==> src/design/pbwa_defines.svh <==
// Purpose: Constants for the peripheral bus width adapter.
// Assumes: 16-bit byte address space, big-endian word lanes.
// Notes: ROM base sits at the bottom of the map; the other region bases sit near the top.
// Functional notes
// - Peripheral transfers use an eight-bit path only
// - I/O word write stores high byte
// - I/O word write drops low byte
// - I/O word read returns byte in upper half
// - I/O word read lower half is undefined
// - ROM and RAM take bytes, words, two states
// - I/O areas byte only; three or two/three
// - State is one enabled clock; two or three
// - Memory path sixteen bits, word in one access
`ifndef PBWA_DEFINES_SVH
`define PBWA_DEFINES_SVH
`define PBWA_ROM_BASE 16'h0000
`define PBWA_ROM_BYTES 17'h08000
`define PBWA_IO16_BASE 16'hF740
`define PBWA_IO16_BYTES 17'h00010
`define PBWA_RAM_BASE 16'hFB80
`define PBWA_RAM_BYTES 17'h00400
`define PBWA_IO96_BASE 16'hFFA0
`define PBWA_IO96_BYTES 17'h00060
`define PBWA_SLOW_LO 16'hFFA0
`define PBWA_SLOW_HI 16'hFFBF
`define PBWA_STATES_MEM 2'h2
`define PBWA_STATES_FAST 2'h2
`define PBWA_STATES_SLOW 2'h3
`define PBWA_UNDEF_BYTE 8'hFF
`define PBWA_EMPTY_DATA 16'h0000
`endif

==> src/design/pbwa_pkg.sv <==
// Purpose: Types for the peripheral bus width adapter.
// Assumes: Used by pbwa_bridge only through scoped names.
// Notes: Holds no logic.
package pbwa_pkg;
    typedef enum logic [2:0] {
        PBWA_RG_ROM,
        PBWA_RG_RAM,
        PBWA_RG_IO16,
        PBWA_RG_IO96,
        PBWA_RG_NONE
    } pbwa_region_t;
    typedef enum logic {
        PBWA_ST_IDLE,
        PBWA_ST_BUSY
    } pbwa_state_t;
endpackage

==> src/design/pbwa_bridge.sv <==
// Purpose: Steers processor byte and word accesses to the 16-bit memory
//          path or the 8-bit peripheral path, with 2 or 3 states each.
// Assumes: state_en marks each state (tie high for the system clock, or
//          pulse once per subclock period); req is one cycle while idle.
// Notes: Byte data sits in the low lane of wdata/rdata; memory lanes are
//        big-endian, the even address owning bits 15:8.
`timescale 1ns/1ps
`include "pbwa_defines.svh"
module pbwa_bridge (
    input wire logic clk_sys,
    input wire logic rst_n,
    input wire logic state_en,
    input wire logic req,
    input wire logic req_we,
    input wire logic req_word,
    input wire logic [15:0] req_addr,
    input wire logic [15:0] req_wdata,
    output logic busy,
    output logic done,
    output logic [15:0] rdata,
    output logic [2:0] region,
    output logic mem_en,
    output logic mem_we,
    output logic [1:0] mem_be,
    output logic [15:0] mem_addr,
    output logic [15:0] mem_wdata,
    input wire logic [15:0] mem_rdata,
    output logic io_en,
    output logic io_we,
    output logic [15:0] io_addr,
    output logic [7:0] io_wdata,
    input wire logic [7:0] io_rdata,
    output logic last
);
    // Address decode, shared by region and state count
    function automatic pbwa_pkg::pbwa_region_t decode(
        input logic [15:0] a
    );
        logic [16:0] ax;
        ax = {1'b0, a};
        if (ax >= {1'b0, `PBWA_ROM_BASE} &&
            ax < {1'b0, `PBWA_ROM_BASE} + `PBWA_ROM_BYTES)
            return pbwa_pkg::PBWA_RG_ROM;
        if (ax >= {1'b0, `PBWA_RAM_BASE} &&
            ax < {1'b0, `PBWA_RAM_BASE} + `PBWA_RAM_BYTES)
            return pbwa_pkg::PBWA_RG_RAM;
        if (ax >= {1'b0, `PBWA_IO16_BASE} &&
            ax < {1'b0, `PBWA_IO16_BASE} + `PBWA_IO16_BYTES)
            return pbwa_pkg::PBWA_RG_IO16;
        if (ax >= {1'b0, `PBWA_IO96_BASE} &&
            ax < {1'b0, `PBWA_IO96_BASE} + `PBWA_IO96_BYTES)
            return pbwa_pkg::PBWA_RG_IO96;
        return pbwa_pkg::PBWA_RG_NONE;
    endfunction

    // States per bus cycle for a region and address
    function automatic logic [1:0] states_for(
        input pbwa_pkg::pbwa_region_t r,
        input logic [15:0] a
    );
        unique case (r)
            pbwa_pkg::PBWA_RG_ROM,
            pbwa_pkg::PBWA_RG_RAM: return `PBWA_STATES_MEM;
            pbwa_pkg::PBWA_RG_IO16: return `PBWA_STATES_SLOW;
            pbwa_pkg::PBWA_RG_IO96: begin
                // Slow modules sit in one sub-window of the area
                if (a >= `PBWA_SLOW_LO && a <= `PBWA_SLOW_HI)
                    return `PBWA_STATES_SLOW;
                return `PBWA_STATES_FAST;
            end
            default: return `PBWA_STATES_MEM;
        endcase
    endfunction

    pbwa_pkg::pbwa_state_t st_q, st_d;
    pbwa_pkg::pbwa_region_t rg_q, rg_d;
    logic [1:0] cnt_q, cnt_d;
    logic [1:0] len_q, len_d;
    logic we_q, we_d;
    logic word_q, word_d;
    logic [15:0] addr_q, addr_d;
    logic [15:0] wd_q, wd_d;
    logic done_q, done_d;
    logic [15:0] rdata_q, rdata_d;
    logic mem_en_q, mem_en_d;
    logic io_en_q, io_en_d;
    logic last_q, last_d;
    logic [1:0] be_q, be_d;
    logic [7:0] io_wd_q, io_wd_d;
    logic busy_q, busy_d;
    logic mem_we_q, mem_we_d;
    logic io_we_q, io_we_d;
    logic finish;

    // Bus cycle ends on the enabled edge of its final state
    assign finish = (st_q == pbwa_pkg::PBWA_ST_BUSY) && last_q &&
                    state_en;

    // Next-state and data path for the whole bus cycle
    always_comb begin
        st_d = st_q;
        rg_d = rg_q;
        cnt_d = cnt_q;
        len_d = len_q;
        we_d = we_q;
        word_d = word_q;
        addr_d = addr_q;
        wd_d = wd_q;
        done_d = 1'b0;
        rdata_d = rdata_q;
        mem_en_d = mem_en_q;
        io_en_d = io_en_q;
        last_d = last_q;
        be_d = be_q;
        io_wd_d = io_wd_q;
        unique case (st_q)
            pbwa_pkg::PBWA_ST_IDLE: begin
                if (req) begin
                    rg_d = decode(req_addr);
                    len_d = states_for(rg_d, req_addr);
                    st_d = pbwa_pkg::PBWA_ST_BUSY;
                    cnt_d = 2'h1;
                    last_d = 1'b0;
                    we_d = req_we;
                    word_d = req_word;
                    addr_d = req_addr;
                    // Byte data replicated so either lane can take it
                    wd_d = req_word ? req_wdata :
                                      {req_wdata[7:0], req_wdata[7:0]};
                    mem_en_d = (rg_d == pbwa_pkg::PBWA_RG_ROM) ||
                               (rg_d == pbwa_pkg::PBWA_RG_RAM);
                    io_en_d = (rg_d == pbwa_pkg::PBWA_RG_IO16) ||
                              (rg_d == pbwa_pkg::PBWA_RG_IO96);
                    // Whole word in one access on the wide path
                    if (req_word)
                        be_d = 2'h3;
                    else if (req_addr[0])
                        be_d = 2'h1;
                    else
                        be_d = 2'h2;
                    // Narrow path carries the high byte of a word
                    io_wd_d = req_word ? req_wdata[15:8] :
                                         req_wdata[7:0];
                end
            end
            pbwa_pkg::PBWA_ST_BUSY: begin
                if (finish) begin
                    st_d = pbwa_pkg::PBWA_ST_IDLE;
                    done_d = 1'b1;
                    mem_en_d = 1'b0;
                    io_en_d = 1'b0;
                    last_d = 1'b0;
                    if (we_q)
                        rdata_d = `PBWA_EMPTY_DATA;
                    else if (mem_en_q) begin
                        if (word_q)
                            rdata_d = mem_rdata;
                        else if (addr_q[0])
                            rdata_d = {8'h00, mem_rdata[7:0]};
                        else
                            rdata_d = {8'h00, mem_rdata[15:8]};
                    end else if (io_en_q) begin
                        // Low half on a word read carries no data
                        if (word_q)
                            rdata_d = {io_rdata,
                                       `PBWA_UNDEF_BYTE};
                        else
                            rdata_d = {8'h00, io_rdata};
                    end else
                        rdata_d = `PBWA_EMPTY_DATA;
                end else if (state_en) begin
                    cnt_d = cnt_q + 2'h1;
                    last_d = (cnt_d == len_q);
                end
            end
            default: st_d = pbwa_pkg::PBWA_ST_IDLE;
        endcase
        // Strobes registered so every output leaves a flip-flop
        busy_d = (st_d == pbwa_pkg::PBWA_ST_BUSY);
        mem_we_d = mem_en_d & we_d;
        // Only one byte strobe exists, so a low byte can never land
        io_we_d = io_en_d & we_d;
    end

    // Registers only; everything resets to an idle bus
    always_ff @(posedge clk_sys or negedge rst_n) begin
        if (!rst_n) begin
            st_q <= pbwa_pkg::PBWA_ST_IDLE;
            rg_q <= pbwa_pkg::PBWA_RG_NONE;
            cnt_q <= 2'h0;
            len_q <= 2'h0;
            we_q <= 1'b0;
            word_q <= 1'b0;
            addr_q <= 16'h0000;
            wd_q <= 16'h0000;
            done_q <= 1'b0;
            rdata_q <= 16'h0000;
            mem_en_q <= 1'b0;
            io_en_q <= 1'b0;
            last_q <= 1'b0;
            be_q <= 2'h0;
            io_wd_q <= 8'h00;
            busy_q <= 1'b0;
            mem_we_q <= 1'b0;
            io_we_q <= 1'b0;
        end else begin
            st_q <= st_d;
            rg_q <= rg_d;
            cnt_q <= cnt_d;
            len_q <= len_d;
            we_q <= we_d;
            word_q <= word_d;
            addr_q <= addr_d;
            wd_q <= wd_d;
            done_q <= done_d;
            rdata_q <= rdata_d;
            mem_en_q <= mem_en_d;
            io_en_q <= io_en_d;
            last_q <= last_d;
            be_q <= be_d;
            io_wd_q <= io_wd_d;
            busy_q <= busy_d;
            mem_we_q <= mem_we_d;
            io_we_q <= io_we_d;
        end
    end

    // Outputs straight from flip-flops
    assign busy = busy_q;
    assign done = done_q;
    assign rdata = rdata_q;
    assign region = rg_q;
    assign mem_en = mem_en_q;
    assign mem_we = mem_we_q;
    assign mem_be = be_q;
    assign mem_addr = {addr_q[15:1], 1'b0};
    assign mem_wdata = wd_q;
    assign io_en = io_en_q;
    assign io_we = io_we_q;
    assign io_addr = addr_q;
    assign io_wdata = io_wd_q;
    assign last = last_q;
endmodule

==> config.mk <==
export PLATFORM = sky130hd
export DESIGN_NAME = pbwa_bridge
export DESIGN_NICKNAME = d
export VERILOG_FILES = /design/src/design/pbwa_pkg.sv /design/src/design/pbwa_bridge.sv
export VERILOG_INCLUDE_DIRS = /design/src /design/src/design
export SDC_FILE = /design/constraint.sdc
export NUM_CORES = 1
export LEC_CHECK = 0
export ABC_AREA = 1
export BUFFER_PORTS_ARGS = -buffer_cell sky130_fd_sc_hd__buf_4
export CORE_MARGIN = 3
export CORE_UTILIZATION = 43
export DETAILED_ROUTE_END_ITERATION = 10
export GPL_TIMING_DRIVEN = 0
export PLACE_DENSITY = 0.85
export SYNTH_ARGS = -nofsm -noshare
export SYNTH_HDL_FRONTEND = slang
export SYNTH_SLANG_ARGS = --single-unit
==> constraint.sdc <==
create_clock -name clk_sys -period 1.1 [get_ports clk_sys]
set_input_delay 0.22 -clock clk_sys [delete_from_list [all_inputs] [get_ports clk_sys]]
set_output_delay 0.22 -clock clk_sys [all_outputs]
set_load 0.03 [all_outputs]
**After elaboration in Yosys (flattened, before gate mapping)**

Cells that the tools add are included.

- Bits in registers: 74
- Latch bits: 0
- Bits in writable memories: 0
- Memory bits (read-only): 0
- Bits of input ports: 62
- Output and inout bits: 84
- Word-level logic and storage cells: 115
- Memories kept: 0

- Add/sub/neg operators: 1
- Multipliers: 0
- Divide/modulo/power cells: 0
- $lt $le $gt $ge: 8
- Equality and inequality tests: 8
- Shift-type cells: 0
- Multiplexer cells: 66
- Bitwise gates (word level): 3
- Reduce and logical (&&, ||, !) cells: 12

Operators by type and width:

| kind | number |
|---|---|
| $mux W16 | 6 |
| $ge A16 B16 Y1 const B | 4 |
| $lt A16 B16 Y1 const B | 3 |
| $mux W1 | 35 |
| $mux W3 | 10 |
| $le A16 B16 Y1 const B | 1 |
| $mux W8 | 2 |
| $mux W2 | 7 |
| $pmux W1 S2 | 4 |
| $pmux W2 S2 | 2 |
| $eq A3 B2 Y1 const B | 2 |
| $ne A2 B2 Y1 const B | 3 |
| $reduce_and A2 Y1 | 3 |
| $logic_and A1 B1 Y1 | 5 |
| $eq A3 B1 Y1 const B | 1 |
| $logic_not A3 Y1 | 1 |
| $ne A3 B2 Y1 const B | 1 |
| $reduce_and A3 Y1 | 1 |
| $add A2 B1 Y2 const B | 1 |
| $and A1 B1 Y1 | 2 |
| $eq A2 B2 Y1 | 1 |
| $logic_or A1 B1 Y1 | 2 |
| $not A1 Y1 | 1 |

**Logic depth before layout (Yosys ltp)**

Gate-level depths: netlist of run 1.

- Word-level depth: 28
- Depth in mapped cells: 8

**Worst setup path before layout of run 1**

No wires, ideal clock.

- Kind: register -> register
- Start: register, netlist name busy
- End: register busy_q, in the netlist busy
- Library setup time: 0.120 ns
- Data arrival time: 1.179 ns
- Path slack: -0.199 ns
- Stages on the path, launching flop included: 7
- Cell sequence: dfrtp_1 > nand2_2 > nor2_8 > inv_2 > buf_6 > o21ai_0 > inv_1

RTL lines:

| element | line | source |
|---|---|---|
| end signal: assignment | pbwa_bridge.sv:222 | `busy_q <= busy_d;` |
| end: declaration | pbwa_bridge.sv:90 | `logic busy_q, busy_d;` |

==> reports/metrics.yaml, run 1 <==
setup_path:
  path_class: "reg2reg"
  arrival_ns: 1.91
  r2r-start: "busy"
  end_kind: "register"
  worstSetupStartpointType: "register"
  r2r_slack_ns: -0.61
  r2r_cells: 6
  crit_start: "busy"
  crit_fanout: 7
  crit_required_ns: 1.30
  reg2reg_to: "rdata[10]"
  worstSetupEndpoint: "rdata[10]"
clock_tree:
  cts_made_buffers: 9
  cts.htree.levels: 3
  ctsLongestPathBuffers: 2
  cts_tree: "done"
  clk_pin_slew_ns: 0.09
  cts.root.buffer_cell: "clkbuf_8"
  clk_latency_ns: 0.36
  hold_buffers: 0
  cts_num_sinks: 66
die:
  row_count: 31
  io_pins: 146
  die_area_um2: 8810
  die_x_um: 93.9
  core_um2: 7370
  start_util_pct: 45.0
  die_h_um: 93.9
layout:
  drive_gt1_share_pct: 54.8
  multiInputGateArea_um2: 1470
  syn_to_final_growth_pct: 80.4
  fill_cells: 364
  fin_area_um2: 5990
  layout.nets: 666
  diodes: 0
  regArea_um2: 1660
power:
  power_mw: 18.4
  ir_drop_mv: 1.83
  power_density_nw_per_um2: 3070
  leakage_nw: 3.13
sta:
  fin_crit_sh_pct: 156
  fmax_mhz: 585
  slew_violations: 0
  fin_worst_skew_ns: 0.0210
  worstMarginPinSlew_ns: 0.849
  timing.hold.ws_ns: -0.0524
  worst_slack_ns: -0.611
  final.min_clock_period_ns: 1.71
  rsz0062_at_grt: "yes"
  finalSetupTns_ns: -17.61
  finalHoldViolations: 47
  maxSlewHeadroom_pct: 43.4
  setup_viol: 145
place:
  place_area_um2: 4560
  place_congestion: 0.914
  dp_hpwl_um: 7020
  io_buffers: 144
  post-place-ws_ns: -0.150
detailed_routing:
  drt_iter0_markers: 427
  drt_first_pass_iters: 7
  drc: 0
  vias_per_cell: 5.76
  antenna_left: 0
  via_count: 4075
  wl_um: 15100
  wl_per_cell_um: 21.4
logic_synthesis:
  ys_types: 33
  synth_top_area_share_pct: 49.0
  ys_seq_elements: 66
  synth_area_leader_cell: "dfrtp_1"
  syn-cell-area_um2: 3320
  ys_seq_area_share_pct: 49.8
  syn_inst: 391
  yosysMostFrequentCell: "nand2_1"
  synthArstFlopShare_pct: 100
  synth_edf_count: 0
  ys_warn_count: 0
  synthFlopType: "dfrtp_1"
  postSynthAreaPerCell_um2: 8.49
  yosys-top-cells-area: "dfrtp_1, nand2_1, buf_4, o21ai_0, a21oi_1"
  synth_common_cells: "nand2_1, dfrtp_1, o21ai_0, buf_4, inv_1"
  synthesis.nets: 453
global_route:
  grt_pass1_vias: 3932
  grt-busiest-layer: "met2"
  grt_max_degree: 67
  track_usage_pct: 27.5
  grt_first_pass_wirelength_um: 18900
  met1_usage_pct: 30.9
  overflow: 0
  antenna_found_initial: 1
  grt_use_met2_pct: 48.8
  grt_util_met3_pct: 6.09
status:
  violations: "hold timing, setup timing"
  outcome: "finished with violations"
worst_hold_path:
  hold_class: "in2async"
flow_run:
  max_cap_viol_count: 0
through the flow:
step | std cells | hold slack (ns) | util, %
2_1_floorplan | 391 | -0.0756 | -
4_1_cts | 682 | 0.00489 | 76.8
3_3_place_gp | 634 | 0.359 | 61.9
3_5_place_dp | 634 | 0.370 | 61.9
6_report | 707 | -0.0524 | 81.3
5_1_grt | 707 | 0.0281 | 81.3
power by group:
| group | total [mW] | internal (mW) | switching [mW] | leakage [nW] |
|---|---|---|---|---|
| sequential | 4.53 | 3.41 | 1.12 | 0.834 |
| clock | 2.29 | 1.26 | 1.02 | 0.0984 |
| combinational | 11.6 | 5.36 | 6.22 | 2.19 |
| total | 18.4 | 10.0 | 8.36 | 3.13 |
logic make-up after synthesis:
logic type      after synthesis  share of synthesized area (%)
flops                        66                           49.8
xor+xnor                      2                          0.528
simple gates                171                           24.0
other cells                   1                          0.113
compound gates               81                           13.4
buf+inv                      70                           12.2
registers in the layout (all words and copies together) (netlist names):
| signal | cells |
|---|---|
| mem_be | 2 |
| mem_wdata | 16 |
| io_en | 1 |
| region | 3 |
| io_addr | 16 |
| io_we | 1 |
| busy | 1 |
| we_q | 1 |
| word_q | 1 |
| done | 1 |
| mem_we | 1 |
| rdata | 16 |
| mem_en | 1 |
| cnt_q | 2 |
| last | 1 |
| len_q | 2 |
worst min-delay path by stage:
stage	startpoint	end	slack, ns	cells past startpoint
final	rst_n	rdata[12]	-0.05	1
after global routing	rst_n	rdata[12]	0.03	1
after CTS	rst_n	mem_wdata[10]	0.005	1
after detailed placement	rst_n	mem_wdata[10]	0.37	1
after global placement	rst_n	mem_wdata[8]	0.36	1
after floorplan	rst_n	busy	-0.08	0
layer usage:
metal | vias up | wire length (um)
li1 | 1680 | -
met1 | 1887 | 4940
met2 | 382 | 7170
met3 | 124 | 1870
met4 | 2 | 1120
met5 | - | 17
worst max-delay path, cell delays in order, from the launching register on:
cell,delay [ns]
dfrtp_2,0.46
nand2_4,0.11
nor2_8,0.17
buf_4,0.15
buf_6,0.11
o211ai_1,0.13
o21ai_1,0.43
layout make-up:
class	instances	area share [%]
plain buffers	40	7.65
clock buffers	10	2.13
clock inverters	5	1.34
inverters	30	2.13
multi-input cells	255	24.6
flip-flops and latches	66	27.7
well taps	99	2.07
repair buffers	202	32.4
what timing repair did:
item                                    CTS  global route
pin swaps                                23            27
setup buffers                            26            26
endpoints found under the setup margin  128           147
cloned                                    7             0
resized for setup                       166            40
cell usage in the layout, fill, tap and decap left out, types with 6 or more instances in the layout:
cell type  instances
o211ai_1           8
nand3_1           13
nand2_2           20
clkbuf_8          10
inv_1             21
dfrtp_1           60
buf_6            115
nor2_1            13
nand2_1           90
o21ai_0            7
o21ai_2           10
buf_4            112
inv_2              6
a21oi_1           17
o21ai_1           27
nand2_4            6
No activity file was read; power rests on OpenSTA's default activity.
==> inputs of run 2 (changes only) <==
- clock period: 1.1 -> 1.5 ns (I/O delays scaled with it)
==> reports/metrics.yaml, run 2 (synthesis gave the netlist of run 1 again) <==
status:
  outcome: "complete, no violations"
clock_tree:
  post-cts-setup-buffers: 0  # -100%
  cts_resized: 0  # -100%
  clk_pin_slew_ns: 0.08  # about the same
  ctsLongestPathBuffers: 2  # unchanged
  cts_tree: "done"
  cts.htree.levels: 3  # unchanged
  clk_latency_ns: 0.34  # -0.02 ns
  cts_num_sinks: 66  # unchanged
  hold_buffers: 0  # unchanged
  cts.root.buffer_cell: "clkbuf_8"
  cts_made_buffers: 9  # unchanged
setup_path:
  cp_top_family: "flip-flops"
  worstSetupStartpointType: "register"
  critPathSlowestCell: "dfrtp_1"
  end_kind: "primary output"
  cp_slowest_stage_delay_ns: 0.51  # +0.05 ns
  cp_num_buf_inv: 1  # -1
  arrival_ns: 1.06  # -0.85 ns
  crit_required_ns: 1.20  # -0.10 ns
  path_cells: "buf_4"
  path_class: "reg2out"
  crit_fanout: 9  # +2
global_route:
  grt_pass1_vias: 3158  # -20%
  overflow: 0  # unchanged
  track_usage_pct: 21.1  # -6.4 points
  grt_max_degree: 67  # unchanged
  antenna_found_initial: 0  # -1
  grt_first_pass_wirelength_um: 14700  # -22%
power:
  sw_frac_of_total_pct: 46.1  # +0.67 points
  switching_power_mw: 4.76  # -43%
  leakage_nw: 2.59  # -17%
  seqPwrFrac_pct: 29.2  # +4.6 points
  ir_drop_mv: 0.993  # -46%
  p_int_mw: 5.56  # -45%
  p_comb_share_pct: 56.4  # -6.5 points
  power_density_nw_per_um2: 2180  # -29%
  p_clk_share_pct: 14.4  # +2.0 points
sta:
  finalSetupTns_ns: 0  # +17.61 ns
  worstMarginPinSlew_ns: 0.809  # -0.0397 ns
  fmax_mhz: 735
  slew_violations: 0  # unchanged
  rsz0062_at_grt: "no"
  setup_viol: 0  # -100%
  fin_worst_skew_ns: 0.0146  # -0.00640 ns
  final.min_clock_period_ns: 1.36
  fin_crit_sh_pct: 90.8
  maxSlewHeadroom_pct: 46.1  # +2.6 points
  finalHoldViolations: 0  # -100%
detailed_routing:
  wl_per_cell_um: 14.0  # -35%
  via_count: 3254  # -20%
  drc: 0  # unchanged
  antenna_left: 0  # unchanged
  vias_per_cell: 5.01  # -13%
  wl_um: 9080  # -40%
  drt_first_pass_iters: 5  # -2
  drt_iter0_markers: 184  # -57%
layout:
  drive_gt1_share_pct: 40.8  # -14 points
  diodes: 0  # unchanged
  fill_cells: 631  # +73%
  layout.nets: 608  # -8.7%
  final_common_cell: "buf_4"
  syn_to_final_growth_pct: 42.2
  fin_util_pct: 64.1  # -17 points
  layout_common_cells: "buf_4, nand2_1, dfrtp_1"
flow_run:
  max_cap_viol_count: 0  # unchanged
die:
  die_h_um: 93.9  # unchanged
  start_util_pct: 45.0  # unchanged
  core_um2: 7370  # unchanged
  row_count: 31  # unchanged
  die_area_um2: 8810  # unchanged
  die_x_um: 93.9  # unchanged
  io_pins: 146  # unchanged
worst_hold_path:
  hold_class: "in2async"
place:
  dp_hpwl_um: 6880  # -1.9%
  io_buffers: 144  # unchanged
  place_congestion: 0.919  # +0.54%
==> run 2: changes by cell type in the layout (fill, tap and decap cells not counted), sizes merged <==
cell	before	now
bufinv	2	1
clkinvlp	2	1
clkinv	1	2
clkbuf	12	14
buf	240	182
==> run 2: per-stage QoR <==
step	setup slack, ns	cells	hold WS, ns	cell area [um^2]	total power, mW
4_1_cts	0.145	650	0.0793	4720	10.4
2_1_floorplan	0.201	391	0.00441	3320	6.72
3_3_place_gp	0.202	634	0.437	4520	8.73
6_report	0.139	650	0.0553	4720	10.3
3_5_place_dp	0.165	634	0.443	4520	8.87
5_1_grt	0.0796	650	0.121	4720	10.9
==> run 2: path summary, 6_finish.rpt <==
path / endpoint / slack, ns / cells past startpoint / start
max: mem_en / 0.14 / 1 / mem_en
min: mem_wdata[9] / 0.06 / 1 / rst_n
max reg2reg: rdata[1] / 0.16 / 6 / io_addr[0]
min reg2reg: region[2] / 0.47 / 2 / region[2]
max in group asynchronous: io_en / 0.91 / 1 / rst_n
min in group clk_sys: mem_be[1] / 0.16 / 2 / req_addr[0]
==> run 2: cell type report <==
class | count | area (um^2) | share of cell area, %
plain buffers | 40 | 292 | 6.18
clock buffers | 12 | 145 | 3.07
clock inverters | 4 | 51.3 | 1.09
inverters | 30 | 113 | 2.39
multi-input cells | 255 | 1260 | 26.7
flip-flops and latches | 66 | 1650 | 35.0
well taps | 99 | 124 | 2.62
repair buffers | 144 | 1080 | 22.9
==> run 2: power by group through the flow <==
stage	Clock [mW]	Sequential, mW	Combinational (mW)
2_1_floorplan	0	4.25	2.47
3_3_place_gp	0	3.01	5.72
3_5_place_dp	0	3.04	5.83
4_1_cts	1.51	3.02	5.84
5_1_grt	1.61	3.11	6.22
6_report	1.48	3.02	5.81
==> run 2: metal layers <==
metal  wire length, um  share of wire [%]  global-route usage, %
met3               841                9.3                   4.65
met2              4290                 47                   33.8
met1              3750                 41                   27.6
met4               203                2.2                   8.42
met5                 0                  0                      0
==> inputs of run 3 (changes only) <==
- PLACE_DENSITY: 0.85 -> 0.77
- RECOVER_POWER: default -> 25
- SLEW_MARGIN: default -> 0
==> reports/metrics.yaml, run 3 (synthesis gave the netlist of run 1 again) <==
status:
  outcome: "complete, no violations"
die:
  core_um2: 7370  # unchanged
  die_x_um: 93.9  # unchanged
  start_util_pct: 45.0  # unchanged
  die_h_um: 93.9  # unchanged
  die_area_um2: 8810  # unchanged
  io_pins: 146  # unchanged
  row_count: 31  # unchanged
power:
  ir_drop_mv: 1.23  # +24%
  p_comb_share_pct: 56.3  # about the same
  p_clk_share_pct: 14.5  # about the same
  sw_frac_of_total_pct: 45.7  # -0.47 points
  switching_power_mw: 4.70  # -1.1%
  seqPwrFrac_pct: 29.3  # about the same
  power_density_nw_per_um2: 2180  # about the same
  leakage_nw: 2.59  # +0.16%
  p_int_mw: 5.60  # +0.81%
detailed_routing:
  drt_first_pass_iters: 4  # -1
  vias_per_cell: 4.99  # -0.25%
  drt_iter0_markers: 194  # +5.4%
  wl_um: 9090  # +0.11%
  antenna_left: 0  # unchanged
  via_count: 3246  # -0.25%
  drc: 0  # unchanged
  wl_per_cell_um: 14.0  # +0.11%
clock_tree:
  clk_pin_slew_ns: 0.07  # about the same
  clk_latency_ns: 0.33  # about the same
  cts_num_sinks: 66  # unchanged
  cts_tree: "done"
  ctsLongestPathBuffers: 2  # unchanged
  cts.htree.levels: 3  # unchanged
  hold_buffers: 0  # unchanged
  post-cts-setup-buffers: 0  # unchanged
  cts_resized: 0  # unchanged
  cts_made_buffers: 9  # unchanged
  cts.root.buffer_cell: "clkbuf_8"
place:
  place_congestion: 0.900  # -2.1%
  io_buffers: 144  # unchanged
  post-place-ws_ns: 0.163  # -0.00219 ns
  dp_hpwl_um: 6840  # -0.57%
  place_area_um2: 4520  # unchanged
layout:
  layout.nets: 608  # unchanged
  fill_cells: 676  # +7.1%
  diodes: 0  # unchanged
  syn_to_final_growth_pct: 42.3  # about the same
  drive_gt1_share_pct: 40.7  # -0.18 points
  final_common_cell: "buf_4"
  layout_common_cells: "buf_4, nand2_1, dfrtp_1"
  fin_area_um2: 4720  # about the same
global_route:
  overflow: 0  # unchanged
  grt_pass1_vias: 3185  # +0.85%
  grt_max_degree: 67  # unchanged
  grt_first_pass_wirelength_um: 15200  # +3.8%
  track_usage_pct: 21.9  # +0.83 points
  antenna_found_initial: 0  # unchanged
setup_path:
  r2r_cells: 5  # -1
  arrival_ns: 1.06  # about the same
  cp_slowest_stage_delay_ns: 0.51  # about the same
  path_cells: "buf_4"
  crit_required_ns: 1.20  # about the same
  r2r_slack_ns: 0.19  # +0.03 ns
  r2r-start: "mem_en"
  critPathSlowestCell: "dfrtp_1"
  end_kind: "primary output"
  reg2reg_to: "rdata[5]"
  cp_num_buf_inv: 1  # unchanged
  path_class: "reg2out"
  crit_fanout: 9  # unchanged
  worstSetupStartpointType: "register"
  cp_top_family: "flip-flops"
sta:
  finalHoldViolations: 0  # unchanged
  final.min_clock_period_ns: 1.36  # -0.00116 ns
  rsz0062_at_grt: "no"
  fin_worst_skew_ns: 0.00990  # -0.00474 ns
  fmax_mhz: 735  # about the same
  maxSlewHeadroom_pct: 45.1  # -1.0 points
  fin_crit_sh_pct: 90.7  # about the same
  worstMarginPinSlew_ns: 0.824  # +0.0150 ns
  slew_violations: 0  # unchanged
  finalSetupTns_ns: 0  # unchanged
  worst_slack_ns: 0.140  # +0.00116 ns
  setup_viol: 0  # unchanged
flow_run:
  max_cap_viol_count: 0  # unchanged
worst_hold_path:
  hold_class: "in2async"
-- run 3: final cells by class --
type / count / area (um^2) / share of cell area, %
multi-input combinational: 255 / 1260 / 26.7
clock buffer: 14 / 163 / 3.44
clock inverter: 2 / 35.0 / 0.742
sequential: 66 / 1650 / 35.0
timing repair buffer: 144 / 1080 / 22.9
inverter: 30 / 113 / 2.38
tap: 99 / 124 / 2.62
buffer: 40 / 292 / 6.17
-- run 3: metal layers --
metal  wire length (um)  vias up  GRT usage [%]
li1                   -     1565              -
met1               3840     1526           29.0
met2               4310      147           34.5
met3                839        8           6.81
met4                 99        0           6.38
met5                  0        -              0
-- run 3: through the flow --
step,cells,hold WS [ns],power [mW],util (%)
CTS,650,0.0798,10.4,64.1
finish,650,0.0733,10.3,64.1
floorplan,391,0.00441,6.72,-
detailed placement,634,0.451,8.86,61.4
global route,650,0.128,11.0,64.1
global placement,634,0.446,8.75,61.4
-- run 3: power by group through the flow --
stage          Combinational [mW]  Clock, mW  Sequential, mW
2_1_floorplan                2.47          0            4.25
3_3_place_gp                 5.74          0            3.01
3_5_place_dp                 5.82          0            3.03
4_1_cts                      5.84       1.54            3.02
5_1_grt                      6.23       1.62            3.12
6_report                     5.80       1.49            3.02
-- run 3: worst max-delay path by stage --
stage | from | end | slack, ns | cells after the start
after floorplan | busy | busy | 0.20 | 6
after detailed placement | req_word | mem_wdata[13] | 0.16 | 6
after global routing | io_addr[14] | mem_addr[14] | 0.10 | 2
after CTS | io_addr[14] | mem_addr[14] | 0.13 | 2
after global placement | req_word | mem_wdata[13] | 0.18 | 6
final | mem_en | mem_en | 0.14 | 1
